**config.mk**
```make
export PLATFORM = sky130hd
export DESIGN_NAME = reset_startup_mode_control
export DESIGN_NICKNAME = d
export VERILOG_FILES = /design/src/rst_seq_pkg.sv /design/src/strap_latch.sv /design/src/block_start.sv /design/src/reset_startup_mode_control.sv
export SDC_FILE = /design/constraint.sdc
export NUM_CORES = 1
export LEC_CHECK = 0
export ABC_AREA = 1
export BUFFER_PORTS_ARGS = -buffer_cell sky130_fd_sc_hd__buf_2
export CORE_MARGIN = 8
export CORE_UTILIZATION = 55
export DETAILED_ROUTE_END_ITERATION = 12
export PLACE_DENSITY_LB_ADDON = 0.2
export REMOVE_ABC_BUFFERS = 1
export SYNTH_ARGS = -nofsm -noshare
export SYNTH_HDL_FRONTEND = slang
export SYNTH_SLANG_ARGS = --single-unit
```
**constraint.sdc**
```tcl
create_clock -name i_sys_clk -period 1.45 [get_ports i_sys_clk]
set_input_delay 0.0725 -clock i_sys_clk [delete_from_list [all_inputs] [get_ports i_sys_clk]]
set_output_delay 0.0725 -clock i_sys_clk [all_outputs]
set_load 0.03 [all_outputs]
```
**src/rst_seq_pkg.sv**
```systemverilog
// Package with register map, field positions, reset values and timing counts.
package rst_seq_pkg;
   // Register indices on the plain register port.
   localparam logic [3:0] REG_CONTROL = 4'h0;
   localparam logic [3:0] REG_STATUS = 4'h1;
   localparam logic [3:0] REG_IDENT = 4'h2;
   localparam logic [3:0] REG_STRAPS = 4'h3;
   localparam logic [3:0] REG_CHAN_STAT = 4'h4;
   // Control register fields.
   localparam int CTRL_RUN_BIT = 0;
   localparam int CTRL_BLK_MASTER_BIT = 1;
   localparam logic [7:0] CTRL_RESET_VAL = 8'h00;
   // Channel status register fields: category code and generation bit.
   localparam int CS_CAT_LSB = 0;
   localparam int CS_CAT_W = 7;
   localparam int CS_GEN_BIT = 7;
   localparam logic [7:0] CS_RESET_VAL = 8'h00;
   // Identity fields; the values are arbitrary.
   localparam logic [3:0] ID_CODE = 4'hA;
   localparam logic [3:0] REV_CODE = 4'h1;
   // Settle time of the clock recovery loop.
   localparam int PLL_SETTLE_US = 100;
   localparam int CLK_MHZ = 20;
   localparam int PLL_SETTLE_CYC = PLL_SETTLE_US * CLK_MHZ;
   localparam int SETTLE_W = 12;
   // Least length of an external block-start pulse, in master clocks.
   localparam int BLK_IN_MIN = 3;
   // Subframes per channel status block (two per frame, 192 frames).
   localparam int SUBFRAMES_PER_BLOCK = 384;
   localparam int SUBF_W = 9;
   typedef enum logic [1:0] {ST_LOWPWR, ST_SETTLE, ST_RUN} seq_state_t;
endpackage

```
**src/strap_latch.sv**
```systemverilog
// Strap sampling register for mode pins at reset exit.
`timescale 1ns/10ps
module strap_latch (
   input wire logic i_sys_clk,
   input wire logic i_rst_n,
   input wire logic [2:0] i_pins,
   output logic o_sampled,
   output logic [2:0] o_straps
);
   logic taken_q;
   logic [2:0] straps_q;

   // The first clock after release captures the pins; later drive by the
   // device itself can never reach the latch until reset comes back.
   always_ff @(posedge i_sys_clk) begin
      if (!i_rst_n) begin
         taken_q <= 1'b0;
         straps_q <= 3'h0;
      end else if (!taken_q) begin
         taken_q <= 1'b1;
         straps_q <= i_pins;
      end
   end

   assign o_sampled = taken_q;
   assign o_straps = straps_q;
endmodule

```
**src/block_start.sv**
```systemverilog
// Block-start generation and detection for transmitter alignment.
`timescale 1ns/10ps
module block_start (
   input wire logic i_sys_clk,
   input wire logic i_rst_n,
   input wire logic i_enable,
   input wire logic i_master,
   input wire logic i_subframe,
   input wire logic i_sync_in,
   output logic o_sync_out,
   output logic o_block_first
);
   logic [rst_seq_pkg::SUBF_W-1:0] subf_q;
   logic [1:0] high_q;
   logic armed_q;
   logic out_q;
   wire last_subf;
   wire ext_start;
   wire new_block;

   assign last_subf = subf_q ==
      rst_seq_pkg::SUBF_W'(rst_seq_pkg::SUBFRAMES_PER_BLOCK - 1);
   // A long enough high level arms a restart at the next subframe.
   assign ext_start = !i_master && armed_q;
   assign new_block = i_subframe && (ext_start || last_subf);

   always_ff @(posedge i_sys_clk) begin
      if (!i_rst_n || !i_enable) begin
         subf_q <= '0;
         high_q <= 2'h0;
         armed_q <= 1'b0;
         out_q <= 1'b0;
      end else begin
         if (!i_sync_in || i_master) begin
            high_q <= 2'h0;
         end else if (high_q != 2'(rst_seq_pkg::BLK_IN_MIN - 1)) begin
            high_q <= high_q + 2'h1;
         end else begin
            armed_q <= 1'b1;
         end
         if (new_block) begin
            subf_q <= '0;
            armed_q <= 1'b0;
            out_q <= 1'b1;
         end else if (i_subframe) begin
            subf_q <= subf_q + 1'b1;
            out_q <= 1'b0;
         end
      end
   end

   assign o_sync_out = out_q;
   assign o_block_first = new_block;
endmodule

```
**src/reset_startup_mode_control.sv**
```systemverilog
// Reset, power-down, start-up sequencing and static mode selection.
//
// Chosen here: the strobed register port and the register addresses.
`timescale 1ns/10ps
//////////////////////////////////////////////////////////////////////////////
//////////////////////////////////////////////////////////////////////////////
module reset_startup_mode_control (
   input wire logic i_sys_clk,
   input wire logic i_rst_n,
   input wire logic [3:0] i_addr,
   input wire logic [7:0] i_wdata,
   input wire logic i_wr,
   input wire logic i_rd,
   output logic [7:0] o_rdata,
   input wire logic i_control_mode,
   input wire logic i_input_port_master_select,
   input wire logic i_pll_locked,
   input wire logic i_subframe,
   input wire logic i_line_data,
   input wire logic i_audio_data,
   input wire logic i_emphasis_pin,
   input wire logic i_original_indicator,
   input wire logic i_copy_pin,
   input wire logic i_emphasis_value,
   input wire logic i_block_start_sync,
   output logic o_emphasis_pin,
   output logic o_emphasis_pin_oe_n,
   output logic o_original_indicator,
   output logic o_original_indicator_oe_n,
   output logic o_copy_pin,
   output logic o_copy_pin_oe_n,
   output logic o_block_start_sync,
   output logic o_block_start_sync_oe_n,
   output logic o_block_first,
   output logic o_line_out_pos,
   output logic o_line_out_neg,
   output logic o_audio_out,
   output logic o_core_active,
   output logic o_input_port_master,
   output logic o_software_mode,
   output logic o_addr_bit
);
   //////////////////////////////////////////////////////////////////////////
   rst_seq_pkg::seq_state_t state_q;
   rst_seq_pkg::seq_state_t state_d;
   logic [7:0] ctrl_q;
   logic [7:0] chan_stat_q;
   logic [7:0] rdata_q;
   logic [rst_seq_pkg::SETTLE_W-1:0] settle_q;
   logic run_q;
   logic outs_on_q;
   logic line_pos_q;
   logic line_neg_q;
   logic audio_q;
   logic original_indicator_q;
   logic emphasis_pin_q;
   logic copy_q;
   logic blk_q;
   logic blk_oe_n_q;
   logic blk_first_q;
   logic ipm_q;
   logic sw_q;
   logic addr_bit_q;
   logic strap_oe_n_q;
   wire sampled;
   wire [2:0] straps;
   wire blk_sync_out;
   wire blk_first;
   wire wr_ctrl;
   wire wr_chan;
   wire run_write;
   wire settled;
   wire is_original;
   wire blk_master;
   wire [7:0] rd_mux;
   wire run_d;
   wire outs_on_d;
   wire line_pos_d;
   wire line_neg_d;
   wire audio_d;
   wire original_indicator_d;
   wire emphasis_pin_d;
   wire copy_d;
   wire blk_d;
   wire addr_bit_d;

   function automatic logic hit(input logic [3:0] a, input logic [3:0] r);
      hit = a == r;
   endfunction

   //////////////////////////////////////////////////////////////////////////
   // Register port decode.
   assign wr_ctrl = i_wr && hit(i_addr, rst_seq_pkg::REG_CONTROL);
   assign wr_chan = i_wr && hit(i_addr, rst_seq_pkg::REG_CHAN_STAT);
   assign run_write = wr_ctrl && i_wdata[rst_seq_pkg::CTRL_RUN_BIT];
   assign blk_master = ctrl_q[rst_seq_pkg::CTRL_BLK_MASTER_BIT];
   assign settled = settle_q ==
      rst_seq_pkg::SETTLE_W'(rst_seq_pkg::PLL_SETTLE_CYC - 1);

   // Category codes with bit 0 set invert the meaning of the generation bit,
   // so the generation bit alone cannot say whether the source is a copy.
   assign is_original = chan_stat_q[rst_seq_pkg::CS_CAT_LSB] ^
      chan_stat_q[rst_seq_pkg::CS_GEN_BIT];

   assign rd_mux =
      hit(i_addr, rst_seq_pkg::REG_CONTROL) ? ctrl_q :
      hit(i_addr, rst_seq_pkg::REG_STATUS) ?
         {5'h00, outs_on_q, run_q, sampled} :
      hit(i_addr, rst_seq_pkg::REG_IDENT) ?
         {rst_seq_pkg::ID_CODE, rst_seq_pkg::REV_CODE} :
      hit(i_addr, rst_seq_pkg::REG_STRAPS) ? {5'h00, straps} :
      hit(i_addr, rst_seq_pkg::REG_CHAN_STAT) ? chan_stat_q : 8'h00;

   always_ff @(posedge i_sys_clk) begin
      if (!i_rst_n) begin
         ctrl_q <= rst_seq_pkg::CTRL_RESET_VAL;
         chan_stat_q <= rst_seq_pkg::CS_RESET_VAL;
         rdata_q <= 8'h00;
      end else begin
         if (wr_ctrl) begin
            ctrl_q <= i_wdata;
         end
         if (wr_chan) begin
            chan_stat_q <= i_wdata;
         end
         rdata_q <= i_rd ? rd_mux : 8'h00;
      end
   end

   //////////////////////////////////////////////////////////////////////////
   // Core sequence: low power, wait for loop settle, run.
   always_comb begin
      state_d = state_q;
      case (state_q)
         rst_seq_pkg::ST_LOWPWR: begin
            if (run_write) begin
               state_d = rst_seq_pkg::ST_SETTLE;
            end
         end
         rst_seq_pkg::ST_SETTLE: begin
            if (!ctrl_q[rst_seq_pkg::CTRL_RUN_BIT]) begin
               state_d = rst_seq_pkg::ST_LOWPWR;
            end else if (settled) begin
               state_d = rst_seq_pkg::ST_RUN;
            end
         end
         rst_seq_pkg::ST_RUN: begin
            if (!ctrl_q[rst_seq_pkg::CTRL_RUN_BIT]) begin
               state_d = rst_seq_pkg::ST_LOWPWR;
            end
         end
         default: begin
            state_d = rst_seq_pkg::ST_LOWPWR;
         end
      endcase
   end

   // The settle count restarts whenever the loop drops lock, so a glitchy
   // lock never lets the outputs open early.
   always_ff @(posedge i_sys_clk) begin
      if (!i_rst_n) begin
         state_q <= rst_seq_pkg::ST_LOWPWR;
         settle_q <= '0;
      end else begin
         state_q <= state_d;
         if (state_q != rst_seq_pkg::ST_SETTLE || !i_pll_locked) begin
            settle_q <= '0;
         end else if (!settled) begin
            settle_q <= settle_q + 1'b1;
         end
      end
   end

   //////////////////////////////////////////////////////////////////////////
   // Straps: emphasis, original indicator and copy pins are inputs in reset.
   strap_latch u_straps (
      .i_sys_clk(i_sys_clk),
      .i_rst_n(i_rst_n),
      .i_pins({i_copy_pin, i_original_indicator, i_emphasis_pin}),
      .o_sampled(sampled),
      .o_straps(straps)
   );

   block_start u_block (
      .i_sys_clk(i_sys_clk),
      .i_rst_n(i_rst_n),
      .i_enable(outs_on_q),
      .i_master(blk_master),
      .i_subframe(i_subframe),
      .i_sync_in(i_block_start_sync),
      .o_sync_out(blk_sync_out),
      .o_block_first(blk_first)
   );

   //////////////////////////////////////////////////////////////////////////
   // Output stage. Data pin values are decoded here and only flopped below; enables
   // and mode pins are decoded in their flops, so each pin comes straight from a register.
   assign run_d = state_q != rst_seq_pkg::ST_LOWPWR;
   assign outs_on_d = state_q == rst_seq_pkg::ST_RUN;
   assign line_pos_d = outs_on_q && i_line_data;
   assign line_neg_d = outs_on_q && !i_line_data;
   assign audio_d = outs_on_q && i_audio_data;
   assign original_indicator_d = outs_on_q && is_original;
   assign emphasis_pin_d = outs_on_q && i_emphasis_value;
   assign copy_d = outs_on_q && !is_original;
   assign blk_d = blk_master && blk_sync_out;
   assign addr_bit_d = sw_q && straps[0];

   // Reset clears every flop except strap_oe_n_q and blk_oe_n_q, which it sets, on one edge, so devices sharing the reset line
   // leave it together and stay aligned.
   always_ff @(posedge i_sys_clk) begin
      if (!i_rst_n) begin
         run_q <= 1'b0;
         outs_on_q <= 1'b0;
      end else begin
         run_q <= run_d;
         outs_on_q <= outs_on_d;
      end
   end

   // Line drivers are held low, not floated, so the cable sees a quiet idle.
   always_ff @(posedge i_sys_clk) begin
      if (!i_rst_n) begin
         line_pos_q <= 1'b0;
         line_neg_q <= 1'b0;
         audio_q <= 1'b0;
      end else begin
         line_pos_q <= line_pos_d;
         line_neg_q <= line_neg_d;
         audio_q <= audio_d;
      end
   end

   always_ff @(posedge i_sys_clk) begin
      if (!i_rst_n) begin
         original_indicator_q <= 1'b0;
         emphasis_pin_q <= 1'b0;
         copy_q <= 1'b0;
         strap_oe_n_q <= 1'b1;
      end else begin
         original_indicator_q <= original_indicator_d;
         emphasis_pin_q <= emphasis_pin_d;
         copy_q <= copy_d;
         strap_oe_n_q <= !sampled;
      end
   end

   always_ff @(posedge i_sys_clk) begin
      if (!i_rst_n) begin
         blk_q <= 1'b0;
         blk_oe_n_q <= 1'b1;
         blk_first_q <= 1'b0;
      end else begin
         blk_q <= blk_d;
         blk_oe_n_q <= !blk_master;
         blk_first_q <= blk_first;
      end
   end

   // Mode pins are static by rule, yet they are still flopped so that every
   // output of the block comes from a register.
   always_ff @(posedge i_sys_clk) begin
      if (!i_rst_n) begin
         ipm_q <= 1'b0;
         sw_q <= 1'b0;
         addr_bit_q <= 1'b0;
      end else begin
         ipm_q <= i_input_port_master_select;
         sw_q <= !i_control_mode;
         addr_bit_q <= addr_bit_d;
      end
   end

   assign o_rdata = rdata_q;
   assign o_emphasis_pin = emphasis_pin_q;
   assign o_emphasis_pin_oe_n = strap_oe_n_q;
   assign o_original_indicator = original_indicator_q;
   assign o_original_indicator_oe_n = strap_oe_n_q;
   assign o_copy_pin = copy_q;
   assign o_copy_pin_oe_n = strap_oe_n_q;
   assign o_block_start_sync = blk_q;
   assign o_block_start_sync_oe_n = blk_oe_n_q;
   assign o_block_first = blk_first_q;
   assign o_line_out_pos = line_pos_q;
   assign o_line_out_neg = line_neg_q;
   assign o_audio_out = audio_q;
   assign o_core_active = run_q;
   assign o_input_port_master = ipm_q;
   assign o_software_mode = sw_q;
   assign o_addr_bit = addr_bit_q;
endmodule

```
==> results.json <==
{
  "critPathBufInv": 0,
  "grt_antenna_before_repair": 0,
  "weighted_congestion_at_the_end_of_routability_driven_global_placement": 0.8186,
  "initial_util_pct": 56.05,
  "leakage_nw": 1.494,
  "fp.dieArea_sq_um": 7689,
  "timing.hold.worst.class": "in -> reg",
  "clock.fmax_ghz": 0.7498,
  "antenna_violating_nets_post_route": 0,
  "clockBufferDepth": 2,
  "die_w_um": 87.69,
  "slowest_stage": "dfxtp_1",
  "drc": 0,
  "mappedNetlistArea_sq_um": 2826,
  "worst-endpoint-arrival_ns": 1.60,
  "final_report_max_slew_violation_count": 0,
  "largest_net_degree_at_the_start_of_global_routing": 15,
  "critPathRequiredTime_ns": 1.72,
  "cts.repair_timing.setup_buffer_count": 0,
  "chipHeight_um": 87.69,
  "routed-via-count": 2438,
  "maxCapViolCount": 0,
  "timing.final.crit_period_ns": 1.334,
  "route.detailed.vias_per_inst": 4.790,
  "postSynthCellCount": 362,
  "top_level_i_o_count": 51,
  "crit_path_max_fanout": 4,
  "placement.io_buffers": 50,
  "worst-slew-pin-transition_ns": 0.3205,
  "pre_cts_ws_ns": 0.1253,
  "ys_types": 31,
  "first_global_vias": 2308,
  "row_count": 26,
  "worstSetupStartpointType": "register",
  "wl_per_cell_um": 11.63,
  "fin_setup_tns_ns": 0,
  "number_of_filler_instances_in_the_final_layout": 416,
  "vdd.ir_drop.worst_mv": 0.8360,
  "drive_above_1_share_pct": 21.87,
  "worst_slew_margin_rel_pct": 78.58,
  "final_critical_path_setup_slack_ns": 0.1163,
  "grt_overflow": 0,
  "cts_htree_levels": 3,
  "tritoncts_num_sinks": 70,
  "rrSetupSlack_ns": 0.12,
  "rsz0062_at_grt": "no",
  "report.final.hold_viol_count": 0,
  "syn2layout_area_growth_pct": 23.64,
  "yosysWarnings": 0,
  "first_drt_iteration_drcs": 94,
  "cpLargestDelayFamily": "simple AND/OR/NAND/NOR gates",
  "final_nets": 464,
  "crit_type": "reg -> reg",
  "timing.final.setup_violations": 0,
  "cellPowerDensity_nw_per_um2": 1169,
  "first_pass_grt_wire_length_um": 9756,
  "critPathMaxStageDelay_ns": 0.38,
  "cts_tree": "built",
  "endpoint_kind": "register",
  "period_share_pct": 91.98,
  "cts_inserted_buffers": 9,
  "core_area_sq_um": 5042,
  "drtPass1Iterations": 6,
  "cts-root-buf": "clkbuf_8",
  "result_of_the_run": "completed",
  "groute.usage.overall_pct": 16.29,
  "path_cells": "ha_2 -> nand2_2 -> nor2_4 -> nand3_2 -> nor2_2 -> nand3b_1 -> a21oi_1",
  "syn_area_cell_sq_um": 7.808,
  "n_antenna_cell": 0,
  "clock_skew_ns": 0.004825,
  "worst_skew_pair.late_latency_ns": 0.34,
  "post-dp-hpwl_um": 4339,
  "drt-total-wl_um": 5922,
  "synth.yosys.seq_area_share_pct": 49.58,
  "clk_pin_slew_ns": 0.07,
  "postSynthRegisterBits": 70
}
[path summary, 6_finish.rpt]
path | cells after the start | start | end
setup / recovery | 7 | settle_q[0] | settle_q[10]
hold / removal | 3 | i_emphasis_pin | u_straps.o_straps[0]
setup reg to reg | 7 | settle_q[0] | settle_q[10]
hold reg to reg | 2 | u_block.o_sync_out | o_block_start_sync
[Yosys cell counts, drive strengths merged]
cell    instances  area share, %
xor2            7            2.2
nand4           5            1.1
dfxtp          70             50
nand2          68            9.8
xnor2           5            1.5
ha              3            1.3
o22ai           1           0.22
clkbuf          2           0.27
inv            43            5.7
mux2i           1           0.35
nand3          22            4.4
a21oi          31            5.5
nand3b          2           0.53
or2             2           0.44
nor3            5            1.5
o21bai          1           0.27
o21ai          17            3.0
buf             7            1.7
nor2           70             11
[final cells by class]
| type | instances | area, sq um | share of cell area, % |
|---|---|---|---|
| clock buffer | 13 | 158.9 | 4.547 |
| clock inverter | 3 | 42.54 | 1.217 |
| inverter | 43 | 161.4 | 4.619 |
| multi-input combinational | 240 | 1210 | 34.62 |
| sequential | 70 | 1401 | 40.10 |
| tap | 70 | 87.58 | 2.506 |
| timing repair buffer | 70 | 432.9 | 12.39 |
[metrics by stage]
stage          util, %  cell area, sq um  std cells  hold slack, ns  power (mW)
6_report         69.31              3495        509         0.01860       4.086
2_1_floorplan        -              2770        353          0.1002       2.362
3_3_place_gp     62.68              3161        480          0.2290       2.518
3_5_place_dp     62.68              3161        480          0.2354       2.522
5_1_grt          69.31              3495        509         0.01885       4.262
4_1_cts          69.26              3492        509        0.001769       4.122
[timing repair]
item / CTS / global route
resized for setup: 0 / 1
endpoints found under the hold margin: 16 / 0
setup endpoints to repair: 0 / 1
hold buffers: 13 / 0
[layer usage]
layer | wire length (um) | global-route usage (%) | part of all wire, %
met1 | 2706 | 18.00 | 46
met3 | 343 | 5.441 | 5.8
met4 | 95 | 8.125 | 1.6
met2 | 2777 | 27.34 | 47
met5 | 0 | 0 | 0
[worst reg2reg max path: stages, from the launching register on]
cell      delay (ns)
dfxtp_1         0.38
ha_2            0.21
nand2_2         0.07
nor2_4          0.12
nand3_2         0.11
nor2_2          0.14
nand3b_1        0.09
a21oi_1         0.15
[kinds of logic (layout without fill, tap and decap cells)]
group	count (synthesis)	after routing	synth area share [%]
AO/OA/AOI/OAI	50	50	8.987
XOR/XNOR	12	12	3.718
adder cells (fa/ha/maj)	3	3	1.328
buffers and inverters	52	129	7.703
flip-flops	70	70	49.58
multiplexers	1	1	0.3542
AND/OR/NAND/NOR	174	174	28.33
[registers in the layout, indices dropped and copies added, names as in the netlist, 2 cells and up]
register and flops:
settle_q 12, u_block.subf_q 9, chan_stat_q 8, ctrl_q 8, o_rdata 8, u_straps.o_straps 3, state_q 2, u_block.high_q 2
[power breakdown]
group	leakage [nW]	switching, mW	internal [mW]
sequential	0.567	0.0484	2.00
clock	0.0996	0.693	0.887
combinational	0.828	0.288	0.168
[layout by cell type, fill, tap and decap left out, types with 2 or more instances in the layout]
cell / synthesis / layout
nand3_2: 3 / 3
buf_2: 3 / 50
clkbuf_1: 2 / 2
nor2_2: 5 / 5
nor3_1: 3 / 3
nand2_4: 2 / 2
buf_4: 3 / 7
clkbuf_8: 0 / 11
nor2_1: 62 / 62
xnor2_1: 5 / 5
ha_1: 3 / 2
a21oi_1: 31 / 31
inv_1: 38 / 38
inv_2: 5 / 5
dlygate4sd3_1: 0 / 13
xor2_1: 7 / 7
o21ai_0: 16 / 16
nand3_1: 19 / 19
nor2_4: 3 / 3
nand3b_1: 2 / 2
nand2_2: 3 / 3
dfxtp_1: 70 / 70
nand4_1: 5 / 5
nand2_1: 63 / 63
Note: power is estimated with default switching activity, not from simulation.
